==> src/include/qlf_consts.svh <==
/*
 * Constants of the quat line framer: bus offsets, register fields, reset codes, frame geometry, timing.
 * Assumes a 20 MHz ref_clk; counts are derived from it here.
 */
`ifndef QLF_CONSTS_SVH
`define QLF_CONSTS_SVH

// ----------------------------------------
// timing
// ----------------------------------------
`define QLF_CLK_HZ 20000000
`define QLF_QUAT_RATE 80000
`define QLF_QUAT_CYC (`QLF_CLK_HZ / `QLF_QUAT_RATE)
`define QLF_BIT_CYC (`QLF_QUAT_CYC / 2)
`define QLF_TONE_HZ 10000
`define QLF_TONE_HALF_CYC (`QLF_CLK_HZ / (2 * `QLF_TONE_HZ))
`define QLF_TONE_GAP_CYC ((`QLF_TONE_HALF_CYC * 3) / 2)
`define QLF_TONE_EDGES 16
`define QLF_FRAME_US 1500
`define QLF_SYNC_LOSS_MS 480
`define QLF_SYNC_LOSS_FRAMES ((`QLF_SYNC_LOSS_MS * 1000) / `QLF_FRAME_US)

// ----------------------------------------
// frame geometry (bit positions counted from 0)
// ----------------------------------------
`define QLF_FRAME_QUATS 120
`define QLF_FRAME_BITS (2 * `QLF_FRAME_QUATS)
`define QLF_SYNC_QUATS 9
`define QLF_SYNC_BITS (2 * `QLF_SYNC_QUATS)
`define QLF_DATA_LAST 233
`define QLF_OH_FIRST 234
`define QLF_M4_POS 237
`define QLF_M5_POS 238
`define QLF_SF_FRAMES 8
`define QLF_NT_OFFSET_QUATS 60
`define QLF_SIGN_MASK 18'h2AAAA
`define QLF_SCR_LEN 23

// ----------------------------------------
// register map
// ----------------------------------------
`define QLF_REG_CTRL 8'h00
`define QLF_REG_CFG 8'h04
`define QLF_REG_TXOH 8'h08
`define QLF_REG_STATUS 8'h0C
`define QLF_REG_RXOH 8'h10
`define QLF_CTRL_PUP 0
`define QLF_CTRL_PDN 1
`define QLF_CTRL_SRST 2
`define QLF_MODE_SERIAL 2'h0
`define QLF_MODE_GCI_SLAVE 2'h1
`define QLF_MODE_GCI_MASTER 2'h2
`define QLF_CFG_RESET 32'h00000000
`define QLF_TXOH_RESET 32'h000FA000

`endif

==> src/include/qlf_pkg.sv <==
/*
 * Types of the quat line framer.
 * Assumes nothing beyond a SystemVerilog compiler.
 */
package qlf_pkg;
	typedef enum logic [1:0] {ACT_IDLE, ACT_RUN, ACT_ACTIVE} qlf_act_t;
endpackage

==> src/rtl/qlf_line_framer.sv <==
/*
 * Quat line framer with power control: 2B1Q pairing, 120-quat frames, 8-frame superframes,
 * scrambling, overhead mapping, CRC, sync search and an AHB-Lite register slave.
 * Assumes quats arrive from a timing-recovery front end with a strobe, on pins asynchronous to ref_clk.
 */
// Added by the designer: the AHB-Lite register port and the address map.
`timescale 1ns/100ps
`include "qlf_consts.svh"

// Summary of operation
// - power-on reset enters power-down, driver off
// - reset loads register defaults, clears activation sequencer
// - registers take defaults; modes set over bus
// - control port works powered up or down
// - serial/GCI slave: power up on command
// - GCI master: data-in low or tone
// - power-down command; registers are kept
// - freeze coefficients after activation then deactivation
// - software reset clears activation sequencer
// - bit pairs become one symbol, no redundancy
// - sign then magnitude; 10=+3,11=+1,01=-1,00=-3
// - frame is 120 quats at 80 kq/s
// - 9-quat marker, user data bits 19-234
// - 8-frame superframe, overhead bits 235-240
// - inverted marker opens superframe, receiver finds it
// - scramble all but marker; descramble received
// - overhead bits 1-3 carry operations channel
// - overhead bit 4 carries flags per frame
// - NT superframe lags by 60 quats
// - CRC covers data and bit 4; febe
module qlf_line_framer #(
	parameter logic [17:0] SYNC_WORD = 18'h3C3C3,
	parameter int SCR_TAP = 5,
	parameter logic [11:0] CRC_POLY = 12'h80F
) (
	input wire logic ref_clk,
	input wire logic rst,
	input wire logic hsel,
	input wire logic [31:0] haddr,
	input wire logic [1:0] htrans,
	input wire logic hwrite,
	input wire logic [2:0] hsize,
	input wire logic [31:0] hwdata,
	input wire logic hready,
	output logic hreadyout,
	output logic hresp,
	output logic [31:0] hrdata,
	input wire logic txData,
	output logic txDataReq,
	output logic rxData,
	output logic rxValid,
	input wire logic lineRxSign,
	input wire logic lineRxMag,
	input wire logic lineRxStrobe,
	output logic lineDrvSign,
	output logic lineDrvMag,
	output logic [2:0] lineDrvLevel,
	output logic lineDrvOe,
	input wire logic lineSignalIn,
	output logic lineSignalDetector_n,
	input wire logic serialDataIn,
	output logic masterClkEn,
	output logic coefFreeze
);
	if (SCR_TAP < 1 || SCR_TAP > `QLF_SCR_LEN - 1) begin
		$error("SCR_TAP out of range");
	end

	// ----------------------------------------
	// pin synchronisers
	// ----------------------------------------
	logic [4:0] pinMeta_q;
	logic [4:0] pinSync_q;
	logic strobePrev_q;
	logic tonePrev_q;
	always_ff @(posedge ref_clk) begin
		pinMeta_q <= {serialDataIn, lineSignalIn, lineRxStrobe, lineRxMag, lineRxSign};
		pinSync_q <= pinMeta_q;
		strobePrev_q <= pinSync_q[2];
		tonePrev_q <= pinSync_q[3];
	end
	logic quatIn;
	logic toneEdge;
	assign quatIn = pinSync_q[2] & ~strobePrev_q;
	assign toneEdge = pinSync_q[3] ^ tonePrev_q;

	// ----------------------------------------
	// registers and AHB-Lite slave
	// ----------------------------------------
	logic [31:0] cfg_q;
	logic [31:0] txoh_q;
	logic [11:0] rxEoc_q;
	logic [7:0] rxM4_q;
	logic [7:0] aphAddr_q;
	logic aphWrite_q;
	logic aphValid_q;
	logic pupCmd;
	logic pdnCmd;
	logic srstCmd;
	logic wrCtrl;
	logic [31:0] statusWord;
	logic [31:0] rdWord;
	logic aphTake;
	assign aphTake = hsel & hready & htrans[1];
	assign hreadyout = 1'b1;
	assign hresp = 1'b0;
	assign wrCtrl = aphValid_q & aphWrite_q & (aphAddr_q == `QLF_REG_CTRL);
	assign pupCmd = wrCtrl & hwdata[`QLF_CTRL_PUP];
	assign pdnCmd = wrCtrl & hwdata[`QLF_CTRL_PDN];
	assign srstCmd = wrCtrl & hwdata[`QLF_CTRL_SRST];

	// address phase is taken regardless of the power state, no wait states ever
	always_ff @(posedge ref_clk) begin
		if (rst) begin
			aphValid_q <= 1'b0;
			aphWrite_q <= 1'b0;
			aphAddr_q <= 8'h00;
		end else begin
			aphValid_q <= aphTake;
			aphWrite_q <= hwrite;
			aphAddr_q <= {haddr[7:2], 2'b00};
		end
	end

	always_ff @(posedge ref_clk) begin
		if (rst) begin
			cfg_q <= `QLF_CFG_RESET;
			txoh_q <= `QLF_TXOH_RESET;
		end else if (aphValid_q && aphWrite_q) begin
			if (aphAddr_q == `QLF_REG_CFG) begin
				cfg_q <= {29'h0, hwdata[2:0]};
			end
			if (aphAddr_q == `QLF_REG_TXOH) begin
				txoh_q <= {12'h0, hwdata[19:0]};
			end
		end
	end

	always_comb begin
		case ({haddr[7:2], 2'b00})
			`QLF_REG_CTRL: rdWord = 32'h00000000;
			`QLF_REG_CFG: rdWord = cfg_q;
			`QLF_REG_TXOH: rdWord = txoh_q;
			`QLF_REG_STATUS: rdWord = statusWord;
			`QLF_REG_RXOH: rdWord = {12'h0, rxM4_q, rxEoc_q};
			default: rdWord = 32'h00000000;
		endcase
	end

	// read data is latched at the address phase so it stands through the data phase
	always_ff @(posedge ref_clk) begin
		if (rst) begin
			hrdata <= 32'h00000000;
		end else if (aphTake && !hwrite) begin
			hrdata <= rdWord;
		end
	end

	// ----------------------------------------
	// line signal detector and power control
	// ----------------------------------------
	logic [10:0] toneGap_q;
	logic [4:0] toneEdges_q;
	logic toneSeen;
	logic pwrUp_q;
	logic warm_q;
	qlf_pkg::qlf_act_t act_q;
	logic rxSfLock_q;
	logic rxFrameLock_q;
	logic rxBlockErr_q;
	assign toneSeen = (toneEdges_q == 5'(`QLF_TONE_EDGES));

	// detector stays alive in power-down; edges closer than the gap limit count as tone
	always_ff @(posedge ref_clk) begin
		if (rst || act_q == qlf_pkg::ACT_ACTIVE) begin
			toneGap_q <= 11'h000;
			toneEdges_q <= 5'h00;
		end else if (toneEdge) begin
			toneGap_q <= 11'h000;
			if (!toneSeen) begin
				toneEdges_q <= toneEdges_q + 5'h01;
			end
		end else if (toneGap_q == 11'(`QLF_TONE_GAP_CYC)) begin
			toneEdges_q <= 5'h00;
		end else begin
			toneGap_q <= toneGap_q + 11'h001;
		end
	end

	logic wakeReq;
	always_comb begin
		if (cfg_q[1:0] == `QLF_MODE_GCI_MASTER) begin
			wakeReq = ~pinSync_q[4] | toneSeen;
		end else begin
			wakeReq = pupCmd;
		end
	end

	always_ff @(posedge ref_clk) begin
		if (rst) begin
			pwrUp_q <= 1'b0;
		end else if (pdnCmd) begin
			pwrUp_q <= 1'b0;
		end else if (wakeReq) begin
			pwrUp_q <= 1'b1;
		end
	end

	always_ff @(posedge ref_clk) begin
		if (rst || srstCmd) begin
			act_q <= qlf_pkg::ACT_IDLE;
		end else if (!pwrUp_q) begin
			act_q <= qlf_pkg::ACT_IDLE;
		end else begin
			case (act_q)
				qlf_pkg::ACT_IDLE: act_q <= qlf_pkg::ACT_RUN;
				qlf_pkg::ACT_RUN: if (rxSfLock_q) act_q <= qlf_pkg::ACT_ACTIVE;
				qlf_pkg::ACT_ACTIVE: if (!rxFrameLock_q) act_q <= qlf_pkg::ACT_RUN;
				default: act_q <= qlf_pkg::ACT_IDLE;
			endcase
		end
	end

	// coefficients survive power-down only once the loop has been fully up
	always_ff @(posedge ref_clk) begin
		if (rst) begin
			warm_q <= 1'b0;
		end else if (act_q == qlf_pkg::ACT_ACTIVE) begin
			warm_q <= 1'b1;
		end
	end
	assign coefFreeze = warm_q & ~pwrUp_q;
	assign masterClkEn = pwrUp_q;
	assign lineSignalDetector_n = ~(toneSeen & ~pwrUp_q);
	assign statusWord = {25'h0, toneSeen, rxBlockErr_q, warm_q, rxSfLock_q, rxFrameLock_q,
		act_q == qlf_pkg::ACT_ACTIVE, pwrUp_q};

	function automatic logic [11:0] crcStep(input logic [11:0] c, input logic b);
		crcStep = {c[10:0], 1'b0} ^ ((b ^ c[11]) ? CRC_POLY : 12'h000);
	endfunction

	// ----------------------------------------
	// transmitter
	// ----------------------------------------
	logic [6:0] bitDiv_q;
	logic [7:0] txPos_q;
	logic [2:0] txFrame_q;
	logic [22:0] txScr_q;
	logic [11:0] txCrc_q;
	logic [11:0] txCrcSend_q;
	logic txSign_q;
	logic txAligned_q;
	logic txBitEn;
	logic txRun;
	logic rxSfStart;
	logic plainBit;
	logic lineBit;
	logic [2:0] ohIdx;
	logic [17:0] txSync;
	logic [3:0] eocIdx;
	logic [3:0] crcIdx;
	logic m4Bit;
	assign txRun = pwrUp_q && act_q != qlf_pkg::ACT_IDLE;
	assign txBitEn = txRun && bitDiv_q == 7'h00;
	assign txDataReq = txBitEn && txPos_q >= 8'(`QLF_SYNC_BITS) && txPos_q <= 8'(`QLF_DATA_LAST);
	assign ohIdx = 3'(txPos_q - 8'(`QLF_OH_FIRST));
	assign txSync = SYNC_WORD ^ (txFrame_q == 3'h0 ? `QLF_SIGN_MASK : 18'h00000);
	assign eocIdx = 4'({2'b00, txFrame_q[1:0]} * 4'h3) + {2'b00, ohIdx[1:0]};
	assign crcIdx = 4'({1'b0, txFrame_q - 3'h2} * 4'h2) + {3'h0, ohIdx[0]};

	always_comb begin
		case (txFrame_q)
			3'h0: m4Bit = txoh_q[12];
			3'h1: m4Bit = cfg_q[2] ? txoh_q[16] : txoh_q[13];
			3'h2: m4Bit = cfg_q[2] ? txoh_q[17] : 1'b1;
			3'h3: m4Bit = cfg_q[2] ? txoh_q[18] : 1'b1;
			3'h4: m4Bit = cfg_q[2] ? txoh_q[19] : 1'b1;
			3'h6: m4Bit = cfg_q[2] ? 1'b1 : txoh_q[14];
			3'h7: m4Bit = cfg_q[2] ? 1'b1 : txoh_q[15];
			default: m4Bit = 1'b1;
		endcase
	end

	always_comb begin
		if (txPos_q < 8'(`QLF_SYNC_BITS)) begin
			plainBit = txSync[5'(17 - txPos_q)];
		end else if (txPos_q <= 8'(`QLF_DATA_LAST)) begin
			plainBit = txData;
		end else if (ohIdx < 3'h3) begin
			plainBit = txoh_q[4'hB - eocIdx];
		end else if (ohIdx == 3'h3) begin
			plainBit = m4Bit;
		end else if (txFrame_q == 3'h0) begin
			plainBit = 1'b1;
		end else if (txFrame_q == 3'h1) begin
			plainBit = ohIdx[0] ? ~rxBlockErr_q : 1'b1;
		end else begin
			plainBit = txCrcSend_q[4'hB - crcIdx];
		end
		lineBit = plainBit;
		if (txPos_q >= 8'(`QLF_SYNC_BITS)) begin
			lineBit = plainBit ^ txScr_q[SCR_TAP - 1] ^ txScr_q[`QLF_SCR_LEN - 1];
		end
	end

	// NT end restarts its frame counters once per activation from the received superframe start
	always_ff @(posedge ref_clk) begin
		if (rst || !txRun) begin
			bitDiv_q <= 7'h00;
			txPos_q <= 8'h00;
			txFrame_q <= 3'h0;
			txAligned_q <= 1'b0;
		end else if (rxSfStart && cfg_q[2] && !txAligned_q) begin
			bitDiv_q <= 7'h00;
			txPos_q <= 8'(`QLF_FRAME_BITS - 2 * (`QLF_NT_OFFSET_QUATS - `QLF_SYNC_QUATS));
			txFrame_q <= 3'h7;
			txAligned_q <= 1'b1;
		end else begin
			bitDiv_q <= (bitDiv_q == 7'(`QLF_BIT_CYC - 1)) ? 7'h00 : bitDiv_q + 7'h01;
			if (txBitEn) begin
				txPos_q <= (txPos_q == 8'(`QLF_FRAME_BITS - 1)) ? 8'h00 : txPos_q + 8'h01;
				if (txPos_q == 8'(`QLF_FRAME_BITS - 1)) begin
					txFrame_q <= txFrame_q + 3'h1;
				end
			end
		end
	end

	always_ff @(posedge ref_clk) begin
		if (rst) begin
			txScr_q <= 23'h000000;
			txCrc_q <= 12'h000;
			txCrcSend_q <= 12'h000;
		end else if (txBitEn) begin
			if (txPos_q >= 8'(`QLF_SYNC_BITS)) begin
				txScr_q <= {txScr_q[21:0], lineBit};
			end
			if (txFrame_q == 3'h7 && txPos_q == 8'(`QLF_FRAME_BITS - 1)) begin
				txCrcSend_q <= txCrc_q;
				txCrc_q <= 12'h000;
			end else if ((txPos_q >= 8'(`QLF_SYNC_BITS) && txPos_q <= 8'(`QLF_DATA_LAST))
					|| txPos_q == 8'(`QLF_M4_POS)) begin
				txCrc_q <= crcStep(txCrc_q, plainBit);
			end
		end
	end

	// sign bit waits for its magnitude; the pair leaves as one symbol
	// power-down drops the driver in the same cycle as the clock enable
	always_ff @(posedge ref_clk) begin
		if (rst || !txRun || pdnCmd) begin
			txSign_q <= 1'b0;
			lineDrvSign <= 1'b0;
			lineDrvMag <= 1'b0;
			lineDrvLevel <= 3'h0;
			lineDrvOe <= 1'b0;
		end else if (txBitEn) begin
			if (!txPos_q[0]) begin
				txSign_q <= lineBit;
			end else begin
				lineDrvSign <= txSign_q;
				lineDrvMag <= lineBit;
				lineDrvLevel <= txSign_q ? (lineBit ? 3'h1 : 3'h3) : (lineBit ? 3'h7 : 3'h5);
				lineDrvOe <= 1'b1;
			end
		end
	end

	// ----------------------------------------
	// receiver
	// ----------------------------------------
	logic [1:0] rxPair_q;
	logic [1:0] rxPend_q;
	logic [7:0] rxPos_q;
	logic [2:0] rxFrame_q;
	logic [17:0] rxHist_q;
	logic [22:0] rxScr_q;
	logic [11:0] rxCrc_q;
	logic [11:0] rxCrcPrev_q;
	logic [11:0] rxCrcGot_q;
	logic rxSfValid_q;
	logic [8:0] rxErrs_q;
	logic rxBitEn;
	logic rawBit;
	logic plainRx;
	logic [17:0] histNext;
	logic syncNorm;
	logic syncInv;
	logic syncCheck;
	logic [2:0] rxOh;
	assign rxBitEn = pwrUp_q && rxPend_q != 2'h0;
	assign rawBit = (rxPend_q == 2'h2) ? rxPair_q[1] : rxPair_q[0];
	assign plainRx = rawBit ^ rxScr_q[SCR_TAP - 1] ^ rxScr_q[`QLF_SCR_LEN - 1];
	assign histNext = {rxHist_q[16:0], rawBit};
	assign syncNorm = histNext == SYNC_WORD;
	assign syncInv = histNext == (SYNC_WORD ^ `QLF_SIGN_MASK);
	assign syncCheck = rxBitEn && (rxFrameLock_q ? rxPos_q == 8'(`QLF_SYNC_BITS - 1) : rxPend_q == 2'h1);
	assign rxSfStart = syncCheck && syncInv;
	assign rxOh = 3'(rxPos_q - 8'(`QLF_OH_FIRST));

	always_ff @(posedge ref_clk) begin
		if (rst || !pwrUp_q) begin
			rxPend_q <= 2'h0;
			rxPair_q <= 2'h0;
		end else if (quatIn) begin
			rxPair_q <= {pinSync_q[0], pinSync_q[1]}; // sign goes out first
			rxPend_q <= 2'h2;
		end else if (rxBitEn) begin
			rxPend_q <= rxPend_q - 2'h1;
		end
	end

	// flywheel: lock on first marker, drop after a run of errored markers
	always_ff @(posedge ref_clk) begin
		if (rst || !pwrUp_q || srstCmd) begin
			rxFrameLock_q <= 1'b0;
			rxSfLock_q <= 1'b0;
			rxPos_q <= 8'h00;
			rxFrame_q <= 3'h0;
			rxErrs_q <= 9'h000;
		end else if (rxBitEn) begin
			rxPos_q <= (rxPos_q == 8'(`QLF_FRAME_BITS - 1)) ? 8'h00 : rxPos_q + 8'h01;
			if (rxPos_q == 8'(`QLF_FRAME_BITS - 1)) begin
				rxFrame_q <= rxFrame_q + 3'h1;
			end
			if (syncCheck && (syncNorm || syncInv)) begin
				rxFrameLock_q <= 1'b1;
				rxErrs_q <= 9'h000;
				rxPos_q <= 8'(`QLF_SYNC_BITS);
				if (syncInv) begin
					rxFrame_q <= 3'h0;
					rxSfLock_q <= 1'b1;
				end else if (rxFrame_q == 3'h0) begin
					rxSfLock_q <= 1'b0;
				end
			end else if (syncCheck) begin
				rxErrs_q <= rxErrs_q + 9'h001;
				if (rxErrs_q == 9'(`QLF_SYNC_LOSS_FRAMES - 1)) begin
					rxFrameLock_q <= 1'b0;
					rxSfLock_q <= 1'b0;
				end
			end
		end
	end

	always_ff @(posedge ref_clk) begin
		if (rst) begin
			rxHist_q <= 18'h00000;
			rxScr_q <= 23'h000000;
		end else if (rxBitEn) begin
			rxHist_q <= histNext;
			if (rxFrameLock_q && rxPos_q >= 8'(`QLF_SYNC_BITS)) begin
				rxScr_q <= {rxScr_q[21:0], rawBit};
			end
		end
	end

	always_ff @(posedge ref_clk) begin
		if (rst) begin
			rxData <= 1'b0;
			rxValid <= 1'b0;
		end else begin
			rxValid <= rxBitEn && rxFrameLock_q && rxPos_q >= 8'(`QLF_SYNC_BITS)
				&& rxPos_q <= 8'(`QLF_DATA_LAST);
			if (rxBitEn) begin
				rxData <= plainRx;
			end
		end
	end

	// overhead capture and superframe CRC check; first superframe after lock is not judged
	always_ff @(posedge ref_clk) begin
		if (rst) begin
			rxEoc_q <= 12'h000;
			rxM4_q <= 8'h00;
			rxCrc_q <= 12'h000;
			rxCrcPrev_q <= 12'h000;
			rxCrcGot_q <= 12'h000;
			rxSfValid_q <= 1'b0;
			rxBlockErr_q <= 1'b0;
		end else if (!rxSfLock_q) begin
			rxSfValid_q <= 1'b0;
			rxCrc_q <= 12'h000;
		end else if (rxBitEn && rxPos_q >= 8'(`QLF_SYNC_BITS)) begin
			if (rxPos_q <= 8'(`QLF_DATA_LAST) || rxPos_q == 8'(`QLF_M4_POS)) begin
				rxCrc_q <= crcStep(rxCrc_q, plainRx);
			end
			if (rxPos_q >= 8'(`QLF_OH_FIRST) && rxOh < 3'h3) begin
				rxEoc_q[4'hB - 4'({2'b00, rxFrame_q[1:0]} * 4'h3) - {2'b00, rxOh[1:0]}] <= plainRx;
			end
			if (rxPos_q == 8'(`QLF_M4_POS)) begin
				rxM4_q[rxFrame_q] <= plainRx;
			end
			if (rxPos_q >= 8'(`QLF_M5_POS) && rxFrame_q >= 3'h2) begin
				rxCrcGot_q[4'hB - 4'({1'b0, rxFrame_q - 3'h2} * 4'h2) - {3'h0, rxOh[0]}] <= plainRx;
			end
			if (rxFrame_q == 3'h7 && rxPos_q == 8'(`QLF_FRAME_BITS - 1)) begin
				rxCrcPrev_q <= rxCrc_q;
				rxCrc_q <= 12'h000;
				rxSfValid_q <= 1'b1;
				rxBlockErr_q <= rxSfValid_q && ({rxCrcGot_q[11:1], plainRx} != rxCrcPrev_q);
			end
		end
	end
endmodule

==> config.mk <==
export PLATFORM = sky130hd
export DESIGN_NAME = qlf_line_framer
export DESIGN_NICKNAME = d
export VERILOG_FILES = /design/src/include/qlf_pkg.sv /design/src/rtl/qlf_line_framer.sv
export VERILOG_INCLUDE_DIRS = /design/src /design/src/include
export SDC_FILE = /design/constraint.sdc
export NUM_CORES = 1
export LEC_CHECK = 0
export ABC_AREA = 1
export BUFFER_PORTS_ARGS = -buffer_cell sky130_fd_sc_hd__buf_2
export CORE_MARGIN = 4
export CORE_UTILIZATION = 40
export CTS_CLUSTER_SIZE = 12
export DETAILED_ROUTE_END_ITERATION = 10
export PLACE_DENSITY = 0.62
export RECOVER_POWER = 25
export SETUP_SLACK_MARGIN = 0.15
export SYNTH_ARGS = -nofsm -noshare
export SYNTH_HDL_FRONTEND = slang
export SYNTH_SLANG_ARGS = --single-unit
export TNS_END_PERCENT = 1
==> constraint.sdc <==
create_clock -name ref_clk -period 2.9 [get_ports ref_clk]
set_clock_uncertainty 0.05 [all_clocks]
set_input_delay 0.29 -clock ref_clk [delete_from_list [all_inputs] [get_ports ref_clk]]
set_output_delay 0.29 -clock ref_clk [all_outputs]
set_load 0.1 [all_outputs]
==> Word-level counts from Yosys, hierarchy flattened <==
Cells that the tools add are included.
{ "totals": {"output_inout_bits": 46, "inputBits": 80, "elab_cells": 306, "reg_bits": 296} }
{ "op_classes": {"reduce_logical": 81, "n_mul": 2, "magnitude_cmp": 19, "n_mux": 71, "n_bitwise": 28, "add_sub_neg": 22, "eq_ne": 35} }
{ "ops": {"columns": ["cell", "n"], "rows": [
  ["$pmux 20 s4", 1],
  ["$mux 12", 6],
  ["$mux 8", 5],
  ["$eq 8x8->1 const B", 4],
  ["$mux 1", 29],
  ["$reduce_and 2->1", 14],
  ["$logic_and 1x1->1", 26],
  ["$bwmux 12", 2],
  ["$xor 12x12->12", 2],
  ["$mux 3", 7],
  ["$reduce_bool 2->1", 10],
  ["$eq 18x17->1 const B", 1],
  ["$eq 18x18->1 const B", 1],
  ["$mux 18", 1],
  ["$mux 9", 2],
  ["$add 8x1->8 const B", 2],
  ["$ge 8x5->1 const B", 2],
  ["$ge 8x8->1 const B", 2],
  ["$le 8x8->1 const B", 2],
  ["$sub 4x4->4 const A", 4],
  ["$lt 4x5->1 const B", 3],
  ["$mux 5", 3],
  ["$reduce_and 3->1", 5],
  ["$eq 3x3->1 const B", 4],
  ["60 further kinds", 120]
]} }

==> Longest topological paths before layout <==
Gate-level depths: netlist of run 1.
{ "logic_depth": {"word_depth": 16, "mapped_depth": 20, "depth_no_buf": 20} }

==> Worst setup path before layout of run 1 <==
Ideal clock, no wire load.
{ "synth_path": {"kind": "reg-to-output", "from": "register pwrUp_q, in the netlist masterClkEn", "to": "output txDataReq", "n_path_buf": 1, "setup_slack_ns": -0.674, "arrival_time_ns": 3.234, "t_required_ns": 2.560, "path_stages_with_launch": 8, "path_cell_list": "dfxtp_1 inv_2 a21oi_1 inv_2 nor2_1 nand2_1 clkbuf_1 nor2_1"} }
{ "synth_via": {"elab_chain_len": 4} }
{ "synth_rtl": {"columns": ["element", "line", "rtl"], "rows": [
  ["start, declared", "qlf_line_framer.sv:165", "logic pwrUp_q;"],
  ["start signal, assigned", "qlf_line_framer.sv:201", "pwrUp_q <= 1'b0;"],
  ["start signal, assigned", "qlf_line_framer.sv:203", "pwrUp_q <= 1'b0;"],
  ["start signal, assigned", "qlf_line_framer.sv:205", "pwrUp_q <= 1'b1;"],
  ["$logic_and 1x1->1", "qlf_line_framer.sv:263", "assign txRun = pwrUp_q && act_q != qlf_pkg::ACT_IDLE;"],
  ["$logic_and 1x1->1", "qlf_line_framer.sv:264", "assign txBitEn = txRun && bitDiv_q == 7'h00;"],
  ["$logic_and 1x1->1 (2 in a row)", "qlf_line_framer.sv:265", "assign txDataReq = txBitEn && txPos_q >= 8'(`QLF_SYNC_BITS) && txPos_q <= 8'(`QLF_DATA_LAST);"],
  ["end, declared", "qlf_line_framer.sv:49", "output logic txDataReq,"]
]} }
Every way passes these cells.

==> Worst setup path after layout of run 1 <==
{ "layout_path": {"from": "register txPos_q[1]", "to": "register lineDrvLevel[1]"} }
{ "layout_via": {"elab_chain_len": 13, "word_cells_on_any_way": 23, "classes_between": "add/sub: 4; order compare: 4; eq/ne: 1; mux: 12; bitwise: 2"} }
{ "layout_rtl": {"columns": ["element", "line", "rtl"], "rows": [
  ["start, declared", "qlf_line_framer.sv:246", "logic [7:0] txPos_q;"],
  ["start signal, assigned", "qlf_line_framer.sv:315", "txPos_q <= 8'(`QLF_FRAME_BITS - 2 * (`QLF_NT_OFFSET_QUATS - `QLF_SYNC_QUATS));"],
  ["start signal, assigned", "qlf_line_framer.sv:321", "txPos_q <= (txPos_q == 8'(`QLF_FRAME_BITS - 1)) ? 8'h00 : txPos_q + 8'h01;"],
  ["$sub 3x2->3", "qlf_line_framer.sv:266", "assign ohIdx = 3'(txPos_q - 8'(`QLF_OH_FIRST));"],
  ["$add 4x2->4", "qlf_line_framer.sv:268", "assign eocIdx = 4'({2'b00, txFrame_q[1:0]} * 4'h3) + {2'b00, ohIdx[1:0]};"],
  ["$sub 4x4->4", "qlf_line_framer.sv:290", "plainBit = txoh_q[4'hB - eocIdx];"],
  ["$bmux 1 s4", "qlf_line_framer.sv:290", null],
  ["$mux 1 (not written as such)", "qlf_line_framer.sv:290", null],
  ["$mux 1", "qlf_line_framer.sv:289", "end else if (ohIdx < 3'h3) begin"],
  ["$mux 1", "qlf_line_framer.sv:287", "end else if (txPos_q <= 8'(`QLF_DATA_LAST)) begin"],
  ["$mux 1", "qlf_line_framer.sv:285", "if (txPos_q < 8'(`QLF_SYNC_BITS)) begin"],
  ["$xor 1x1->1 (2 in a row)", "qlf_line_framer.sv:302", "lineBit = plainBit ^ txScr_q[SCR_TAP - 1] ^ txScr_q[`QLF_SCR_LEN - 1];"],
  ["$mux 1 *", "qlf_line_framer.sv:301", "if (txPos_q >= 8'(`QLF_SYNC_BITS)) begin"],
  ["$mux 2", "qlf_line_framer.sv:363", "lineDrvLevel <= txSign_q ? (lineBit ? 3'h1 : 3'h3) : (lineBit ? 3'h7 : 3'h5);"],
  ["$mux 3 *", "qlf_line_framer.sv:363", null],
  ["end signal, assigned", "qlf_line_framer.sv:363", null],
  ["end, declared", "qlf_line_framer.sv:57", "output logic [2:0] lineDrvLevel,"]
]} }
Every way passes the cells marked *; elsewhere a longest branch is shown, timed or not. The select of a mux whose other input is x is not followed.
A chain may end at the register's enable or synchronous reset.

==> PnR_summary.wiki, run 1 <==
{| class="wikitable"
! Metric !! Value
|-
| Status || complete, no violations
|-
| Total of warnings raised by yosys || 0
|-
| Worst-margin pin slew || approximately 1500 ps
|-
| Layout Nets || about 2,000
|-
| Layout overhead on the synthesized area || 17.12%
|-
| Fraction of the mapped netlist area in adder cells || 0.05343
|-
| Max Cap Violations || 0
|-
| Worst R2R Setup Slack || around 230 ps
|-
| Fraction of registers with async set/reset || 0
|-
| Number of cells produced by synthesis || approximately 1,800
|-
| Clock tree from TritonCTS || yes
|-
| Largest fanout on the critical path || 4
|-
| Final antenna-violating net count || 0
|-
| Initial antenna violation count || 0
|-
| Post-layout utilization of the core || 0.4774
|-
| Highest achievable clock rate || roughly 370 MHz
|-
| Worst hold path class || in -> reg
|-
| Total length of routed wires || around 32,000 µm
|-
| Weighted congestion at the end of routability-driven global placement || roughly 0.86
|-
| Most frequently used flop master after synthesis || sky130_fd_sc_hd__dfxtp_1
|-
| Core Box Area || about 32,000 µm²
|-
| Floorplan die area || 35,260 µm²
|-
| Number of distinct library cells after synthesis || 48
|-
| Input/output buffers || 69
|-
| Setup crit start kind || register
|-
| RSZ-0062 raised after global routing || yes
|-
| Mapped cell area || roughly 13,000 µm²
|-
| Final hold violations || 0
|-
| Site row count || 65
|-
| Skew-Pair Late Insertion Delay || between 500 and 600 ps
|-
| Clock network power share || 0.484
|-
| Endpoint kind of the worst setup timing path || register
|-
| Final Max Tran Viols || 0
|-
| Number of non-filler instances in the completed layout || ~2,300
|-
| Required time at the endpoint of the critical path || between 3000 and 4000 ps
|-
| Clock Pin Slew Worst Setup and Hold Paths || ~60 ps
|-
| Grt met1 use || 0.2426
|-
| Mux contribution to synthesized area || 0
|-
| Worst flop-to-flop path startpoint || txPos_q[1]
|-
| Number of H-tree branching levels || 1
|-
| Number of CTS-inserted buffers || 31
|-
| Cell internal pwr || roughly 6300 µW
|-
| Die outline height || between 150 and 200 µm
|-
| Power per unit of standard cell area || between 500 and 600 nW/µm²
|-
| Path depth of the worst reg2reg path || 20
|-
| Cell Count Post-Placement || between 2,000 and 2,500
|-
| Relative slew margins || 0.01666
|-
| Share of total power in combinational logic || 0.033
|-
| Portion of the clock cycle consumed by the worst path in the final layout || 0.9199
|-
| Overall via count from detail_route || roughly 12,000
|-
| Antenna Cells || 0
|-
| Basic-gate share of the synthesized area counting and, or, nand and nor cells || 0.2415
|-
| Routed WL per cell || 13.70 µm
|-
| XOR/XNOR share of the synthesized area || 0.02168
|-
| Worst endpoint data arrival time || slightly above 3000 ps
|-
| Sequential cell fraction of total power || 0.483
|-
| Vias in the first global route || between 10,000 and 15,000
|-
| Critical register-to-register path endpoint || lineDrvLevel[1]
|-
| Average footprint of a synthesized cell || 7.271 µm²
|-
| Bufs on Longest Clock Path || 3
|-
| Sinks on the clock net || between 200 and 300
|-
| Total net switching power || ~1800 µW
|-
| Maximum number of pins on one net before global-route repair || 42
|-
| Endpoint, Worst Hold || txoh_q[2]
|-
| Final setup violation count || 0
|-
| Via-per-instance ratio || 5.002
|-
| Peak-usage layer in the global routing report || met2
|-
| Minimum period implied by the final worst setup slack || approximately 2700 ps
|-
| Peak supply drop || a little over 0.5 mV
|-
| Effective utilization at floorplan || 0.4076
|-
| Critical Setup Path Class || reg -> reg
|-
| HPWL after detailed placement || ~23,000 µm
|-
| Horizontal die dimension || around 190 µm
|-
| Part of the Yosys area used for sequential elements || 0.4336
|-
| Tightest hold margin || 42.73 ps
|-
| Worst Hold Depth || 3
|-
| Count of pins on the block boundary || about 130
|-
| Synthesized flop and latch total || 280
|-
| Number of synthesized flops with an enable pin || 0
|-
| GRT Overall Usage || 0.1730
|-
| Fraction of the mapped netlist area in compound gates || 0.1602
|-
| Combinational family with the most area after synthesis || simple AND/OR/NAND/NOR gates
|-
| Global-route met2 utilization || 0.2752
|-
| Total DRC errors in the routed layout || 0
|-
| Met3 Track Usage GR || 0.03127
|-
| Share of layout cells above drive strength 1 || 0.09890
|-
| Remaining Overflow, GRT || 0
|-
| DRC violation total after the first TritonRoute iteration || 640
|-
| Leak pwr || approximately 0.0061 µW
|-
| Post-route setup TNS || 0 ps
|-
| First-pass iteration count of the detailed router || 5
|-
| Switching Share || 0.2184
|-
| First-pass GRT wire length || between 50,000 and 60,000 µm
|-
| Worst Hold Launch || hwdata[2]
|-
| Clk root buf || sky130_fd_sc_hd__clkbuf_16
|}
stage by stage:
stage / cell area (µm²) / worst slack, ps / total power [µW]
after CTS: 15060 / 108.6 / 8143
final: 15140 / 232.3 / 8022
after floorplan: 12980 / 232.8 / 4144
after global placement: 13720 / 123.0 / 4194
after detailed placement: 13720 / 61.38 / 4197
after global routing: 15140 / 21.49 / 8330
critical path: stages (launching register included):
cell	delay [ps]
sky130_fd_sc_hd__dfxtp_2	330
sky130_fd_sc_hd__inv_2	50
sky130_fd_sc_hd__ha_4	260
sky130_fd_sc_hd__inv_2	30
sky130_fd_sc_hd__fa_2	570
sky130_fd_sc_hd__inv_2	70
sky130_fd_sc_hd__nand3_2	70
sky130_fd_sc_hd__nand3_1	70
sky130_fd_sc_hd__nand3b_1	100
sky130_fd_sc_hd__nand3_2	90
sky130_fd_sc_hd__nand2_1	70
sky130_fd_sc_hd__inv_1	40
sky130_fd_sc_hd__nand2_1	50
sky130_fd_sc_hd__nand2_1	50
sky130_fd_sc_hd__nand2_2	120
sky130_fd_sc_hd__nand2_4	120
sky130_fd_sc_hd__xnor2_2	180
sky130_fd_sc_hd__nand2_1	80
sky130_fd_sc_hd__nand2_1	80
sky130_fd_sc_hd__inv_1	30
sky130_fd_sc_hd__nor2_1	70
cells by family (layout without fill, tap and decap cells):
| family | count (synthesis) | in the layout |
|---|---|---|
| and+or+nand+nor | 741 | 741 |
| AOI/OAI and AO/OA | 380 | 380 |
| buffers and inverters | 289 | 400 |
| DFF | 280 | 280 |
| adders and majority gates | 54 | 54 |
| xor gates and xnor gates | 32 | 32 |
| other | 2 | 14 |
cell usage after synthesis, types with 5 or more instances:
master / number / area [µm²]
sky130_fd_sc_hd__a31oi_1: 7 / 43.79
sky130_fd_sc_hd__nor3_1: 32 / 160.2
sky130_fd_sc_hd__o21ai_0: 125 / 625.6
sky130_fd_sc_hd__a21oi_1: 148 / 740.7
sky130_fd_sc_hd__or2_2: 5 / 31.28
sky130_fd_sc_hd__clkinv_1: 5 / 18.77
sky130_fd_sc_hd__nand2_1: 290 / 1089
sky130_fd_sc_hd__ha_1: 52 / 650.6
sky130_fd_sc_hd__buf_2: 8 / 40.04
sky130_fd_sc_hd__inv_1: 183 / 686.9
sky130_fd_sc_hd__a22oi_1: 5 / 37.54
sky130_fd_sc_hd__inv_2: 29 / 108.9
sky130_fd_sc_hd__o211ai_1: 10 / 75.07
sky130_fd_sc_hd__buf_4: 15 / 112.6
sky130_fd_sc_hd__a311oi_1: 6 / 52.55
sky130_fd_sc_hd__nor4_1: 11 / 68.82
sky130_fd_sc_hd__a22o_1: 5 / 43.79
sky130_fd_sc_hd__o21ai_1: 48 / 240.2
sky130_fd_sc_hd__clkbuf_1: 47 / 176.4
sky130_fd_sc_hd__dfxtp_1: 280 / 5605
sky130_fd_sc_hd__nand4_1: 21 / 131.4
sky130_fd_sc_hd__a211oi_1: 10 / 75.07
sky130_fd_sc_hd__xor2_1: 20 / 175.2
sky130_fd_sc_hd__nand3_1: 76 / 380.4
sky130_fd_sc_hd__nor2_1: 283 / 1062
sky130_fd_sc_hd__xnor2_1: 12 / 105.1
worst max-delay path by stage:
stage | startpoint | to | slack, ps | cells past startpoint
floorplan | txPos_q[1] | txCrc_q[2] | 230 | 19
global placement | txPos_q[1] | txCrc_q[2] | 120 | 19
detailed placement | txPos_q[1] | lineDrvLevel[1] | 60 | 18
CTS | txPos_q[1] | lineDrvLevel[1] | 110 | 20
global route | txPos_q[1] | lineDrvLevel[1] | 20 | 20
finish | txPos_q[1] | lineDrvLevel[1] | 230 | 20
layout make-up:
type / count / area, µm²
Tap cell: 402 / 503.0
Clock inverter: 9 / 101.3
Multi-Input combinational cell: 1221 / 6357
Sequential cell: 280 / 5610
Fill cell: 3172 / 16580
Clock buffer: 45 / 908.4
Inverter: 217 / 814.5
Timing Repair Buffer: 129 / 845.8
layout by cell type (no fill, tap or decap), types with 5 or more instances in the layout:
cell | Yosys | final
sky130_fd_sc_hd__nand2_1 | 290 | 285
sky130_fd_sc_hd__nor2_1 | 283 | 282
sky130_fd_sc_hd__dfxtp_1 | 280 | 276
sky130_fd_sc_hd__inv_1 | 183 | 181
sky130_fd_sc_hd__a21oi_1 | 148 | 147
sky130_fd_sc_hd__o21ai_0 | 125 | 125
sky130_fd_sc_hd__nand3_1 | 76 | 71
sky130_fd_sc_hd__ha_1 | 52 | 50
sky130_fd_sc_hd__o21ai_1 | 48 | 48
sky130_fd_sc_hd__buf_2 | 8 | 38
sky130_fd_sc_hd__clkbuf_1 | 47 | 37
sky130_fd_sc_hd__inv_2 | 29 | 32
sky130_fd_sc_hd__nor3_1 | 32 | 32
sky130_fd_sc_hd__dlygate4sd3_1 | 0 | 32
sky130_fd_sc_hd__clkbuf_16 | 0 | 31
sky130_fd_sc_hd__buf_4 | 15 | 23
sky130_fd_sc_hd__nand4_1 | 21 | 21
sky130_fd_sc_hd__xor2_1 | 20 | 19
sky130_fd_sc_hd__conb_1 | 2 | 14
sky130_fd_sc_hd__xnor2_1 | 12 | 10
sky130_fd_sc_hd__nor4_1 | 11 | 10
sky130_fd_sc_hd__o211ai_1 | 10 | 10
sky130_fd_sc_hd__a211oi_1 | 10 | 10
sky130_fd_sc_hd__clkbuf_8 | 0 | 8
sky130_fd_sc_hd__nand3_2 | 2 | 7
sky130_fd_sc_hd__a31oi_1 | 7 | 6
sky130_fd_sc_hd__a311oi_1 | 6 | 6
sky130_fd_sc_hd__or2_2 | 5 | 5
sky130_fd_sc_hd__a22oi_1 | 5 | 5
sky130_fd_sc_hd__a22o_1 | 5 | 5
sky130_fd_sc_hd__clkinv_2 | 0 | 5
power by group through the flow:
stage               Combinational (µW)  Sequential (µW)  Clock [µW]
floorplan                          184             3960           0
global placement                   231             3960           0
detailed placement                 234             3960           0
CTS                                267             3880        4000
global route                       291             3880        4160
finish                             265             3880        3880
flip-flops by register name, summed over array words and instances (netlist names), 5 cells and up:
signal	flops
txPos_q	8
rxScr_q	23
txoh_q	20
rxEoc_q	12
hrdata	20
rxCrcPrev_q	12
rxHist_q	17
rxM4_q	8
rxCrcGot_q	11
txCrcSend_q	12
aphAddr_q	6
pinSync_q	5
rxPos_q	8
txScr_q	23
pinMeta_q	5
toneGap_q	11
rxCrc_q	12
rxErrs_q	9
txCrc_q	12
toneEdges_q	5
bitDiv_q	7
per-layer routing:
layer	up-vias	wire, µm
met2	214	13520
met4	0	869
li1	5983	-
met5	-	0
met3	51	1521
met1	5271	15650
repair_timing:
item                                    CTS  global route
hold buffers                             32             0
hold endpoints to repair                 31             0
endpoints found under the setup margin   10            27
pin swaps                                 0             8
resized for setup                         4            24
setup buffers                             0             2
No activity file was read; power rests on OpenSTA's default activity.
==> inputs of run 2 (changes only) <==
Settings changed: CORE_ASPECT_RATIO set to 0.6, CTS_CLUSTER_SIZE 12 to 30.
==> PnR_summary.wiki, run 2 (same netlist as run 1, synthesis figures left out) <==
{| class="wikitable"
! Metric !! Value
|-
| Maximum number of pins on one net before global-route repair || 85 (+100%)
|-
| Overall power of the completed layout || 8325 µW (+3.8%)
|-
| Floorplan die area || 35,350 µm² (+0.26%)
|-
| Horizontal die dimension || 240.1 µm (+28%)
|-
| Max Cap Violations || 0 (unchanged)
|-
| Status || complete, no violations
|-
| Relative slew margins || 0.09189 (+0.07523)
|-
| Capture point of the critical path || txDataReq
|-
| Worst R2R Setup Slack || 260 ps (+30 ps)
|-
| Critical register-to-register path endpoint || lineDrvLevel[1]
|-
| Final antenna-violating net count || 0 (unchanged)
|-
| Worst Hold Depth || 3 (unchanged)
|-
| Remaining Overflow, GRT || 0 (unchanged)
|-
| GRT Overall Usage || 0.1812 (+0.008254)
|-
| Total DRC errors in the routed layout || 0 (unchanged)
|-
| Count of pins on the block boundary || 126 (unchanged)
|-
| Setup crit start kind || register
|-
| Layout Nets || 2,007 (-0.35%)
|-
| Number of H-tree branching levels || 1 (unchanged)
|-
| Initial antenna violation count || 1 (+1)
|-
| Number of CTS-inserted buffers || 28 (-9.7%)
|-
| Minimum period implied by the final worst setup slack || 2645 ps (-22.42 ps)
|-
| Area of placed instances || 13,710 µm² (about the same)
|-
| Leading registers by flop count || rxScr_q x23, txScr_q x23
|-
| Via-per-instance ratio || 4.994 (-0.16%)
|-
| Final setup violation count || 0 (unchanged)
|-
| Worst hold path class || in -> reg
|-
| DRC violation total after the first TritonRoute iteration || 934 (+46%)
|-
| Path depth of the worst reg2reg path || 20 (unchanged)
|-
| Leading cell type in the layout, fill and taps excluded || sky130_fd_sc_hd__nand2_1
|-
| Site row count || 50 (-23%)
|-
| Peak supply drop || 0.3850 mV (-24%)
|-
| First-pass iteration count of the detailed router || 5 (unchanged)
|-
| Overall via count from detail_route || 11,550 (+0.23%)
|-
| Commonest cells after routing, fill and taps aside || sky130_fd_sc_hd__nand2_1, sky130_fd_sc_hd__nor2_1, sky130_fd_sc_hd__dfxtp_1, sky130_fd_sc_hd__inv_1, sky130_fd_sc_hd__a21oi_1
|-
| Bufs on Longest Clock Path || 3 (unchanged)
|-
| Weighted congestion at the end of routability-driven global placement || 0.9182 (+6.8%)
|-
| Finished layout cell area || 15,310 µm² (+1.1%)
|-
| Input/output buffers || 69 (unchanged)
|-
| Leak pwr || 0.006159 µW (+1.0%)
|-
| Portion of the clock cycle consumed by the worst path in the final layout || 0.9121 (-0.007732)
|-
| Power per unit of standard cell area || 543.9 nW/µm² (+2.7%)
|-
| Slowest stage cell on the critical path || sky130_fd_sc_hd__dfxtp_1
|-
| Endpoint kind of the worst setup timing path || primary output
|-
| Critical Setup Path Class || reg -> out
|-
| Highest achievable clock rate || 378.0 MHz (+0.85%)
|-
| Routed WL per cell || 14.48 µm (+5.7%)
|-
| Layout overhead on the synthesized area || 18.40%
|-
| Worst endpoint data arrival time || 2310 ps (-790 ps)
|-
| Post-layout utilization of the core || 0.4854 (+0.008080)
|-
| First-pass GRT wire length || 53,340 µm (+2.0%)
|-
| Sinks on the clock net || 280 (unchanged)
|-
| Worst-margin pin slew || 1362 ps (-112.8 ps)
|-
| Total length of routed wires || 33,480 µm (+6.1%)
|-
| Final Max Tran Viols || 0 (unchanged)
|-
| Die outline height || 147.3 µm (-22%)
|-
| Final hold violations || 0 (unchanged)
|-
| Post-route setup TNS || 0 ps (unchanged)
|-
| Filler instances || 3,069 (-3.2%)
|-
| Clock Pin Slew Worst Setup and Hold Paths || 60 ps (about the same)
|-
| Effective utilization at floorplan || 0.4100 (+0.002426)
|-
| Largest fanout on the critical path || 16 (+12)
|-
| HPWL after detailed placement || 24,020 µm (+6.1%)
|-
| Launching instance or port of the critical path || txPos_q[0]
|-
| Clk root buf || sky130_fd_sc_hd__clkbuf_16
|-
| RSZ-0062 raised after global routing || yes
|-
| Cells traversed along the worst timing path || buf_4 > inv_2 > ha_1 > nor2_1 > inv_1 > a31oi_2 > buf_4 > nor2_4 > clkbuf_4
|-
| Skew-Pair Late Insertion Delay || 550 ps (about the same)
|-
| Worst flop-to-flop path startpoint || txPos_q[1]
|-
| Vias in the first global route || 10,350 (-3.3%)
|-
| Clock tree from TritonCTS || yes
|-
| CP max stage delay || 340 ps (-230 ps)
|-
| Most common cell on crit path || sky130_fd_sc_hd__buf_4
|-
| Required time at the endpoint of the critical path || 2560 ps (-770 ps)
|-
| Core Box Area || 31,530 µm² (-0.59%)
|-
| Share of layout cells above drive strength 1 || 0.1066 (+0.007701)
|}
-- run 2: stage by stage --
| stage | hold slack, ps | instances | worst slack [ps] |
|---|---|---|---|
| 3_5_place_dp | 264.7 | 2226 | 16.98 |
| 6_report | 29.43 | 2312 | 254.8 |
| 4_1_cts | 11.16 | 2308 | 123.6 |
| 2_1_floorplan | 259.6 | 1790 | 232.8 |
| 3_3_place_gp | 264.0 | 2226 | 105.6 |
| 5_1_grt | 30.50 | 2312 | 91.50 |
-- run 2: how the worst min path moves through the flow --
stage / from / endpoint / slack, ps
final: hwdata[0] / txoh_q[0] / 30
after global routing: hwdata[0] / txoh_q[0] / 30
after CTS: hwdata[0] / txoh_q[0] / 10
after detailed placement: pinMeta_q[4] / pinSync_q[4] / 260
after global placement: pinMeta_q[1] / pinSync_q[1] / 260
after floorplan: pinMeta_q[0] / pinSync_q[0] / 260
-- run 2: what timing repair did --
| action | CTS | global route |
|---|---|---|
| pin swaps | 0 | 16 |
| gates cloned | 0 | 0 |
| endpoints found under the setup margin | 11 | 56 |
| hold endpoints to repair | 30 | 0 |
| hold buffers | 30 | 0 |
| buffers inserted | 0 | 3 |
| gates resized for setup | 6 | 43 |
-- run 2: final cells by class --
cell class | count | area [µm²] | area share
antenna | 1 | 2.502 | 0.0001635
tap | 416 | 520.5 | 0.03401
inverter | 217 | 817.0 | 0.05338
clock inverter | 11 | 219.0 | 0.01431
clock buffer | 41 | 870.8 | 0.05690
multi-input combinational | 1221 | 6471 | 0.4228
sequential | 280 | 5609 | 0.3665
timing repair buffer | 125 | 795.8 | 0.05199
-- run 2: worst max-delay path, delay by kind of cell, from the launching register on --
| kind | cells | cell delay (ps) |
|---|---|---|
| adder cells (fa/ha/maj) | 1 | 200 |
| buffers and inverters | 5 | 850 |
| AO/OA/AOI/OAI | 1 | 230 |
| flip-flops | 1 | 340 |
| AND/OR/NAND/NOR | 2 | 130 |
-- run 2: power by group --
| group | internal, µW | leakage [µW] | switching (µW) |
|---|---|---|---|
| combinational | 74.2 | 0.00336 | 191 |
| sequential | 3860 | 0.00226 | 11.0 |
| clock | 2620 | 0.000535 | 1570 |
| total | 6550 | 0.00616 | 1770 |
-- run 2: metal layers --
metal  vias up  wire [µm]  part of all wire  global-route usage
met1      5217      17670              0.53              0.2891
met2       304      12870              0.38              0.2479
met4         0        665             0.020             0.03488
met3        51       2273             0.068             0.03884
li1       5974          -                 -                   -
met5         -          0                 0                   0
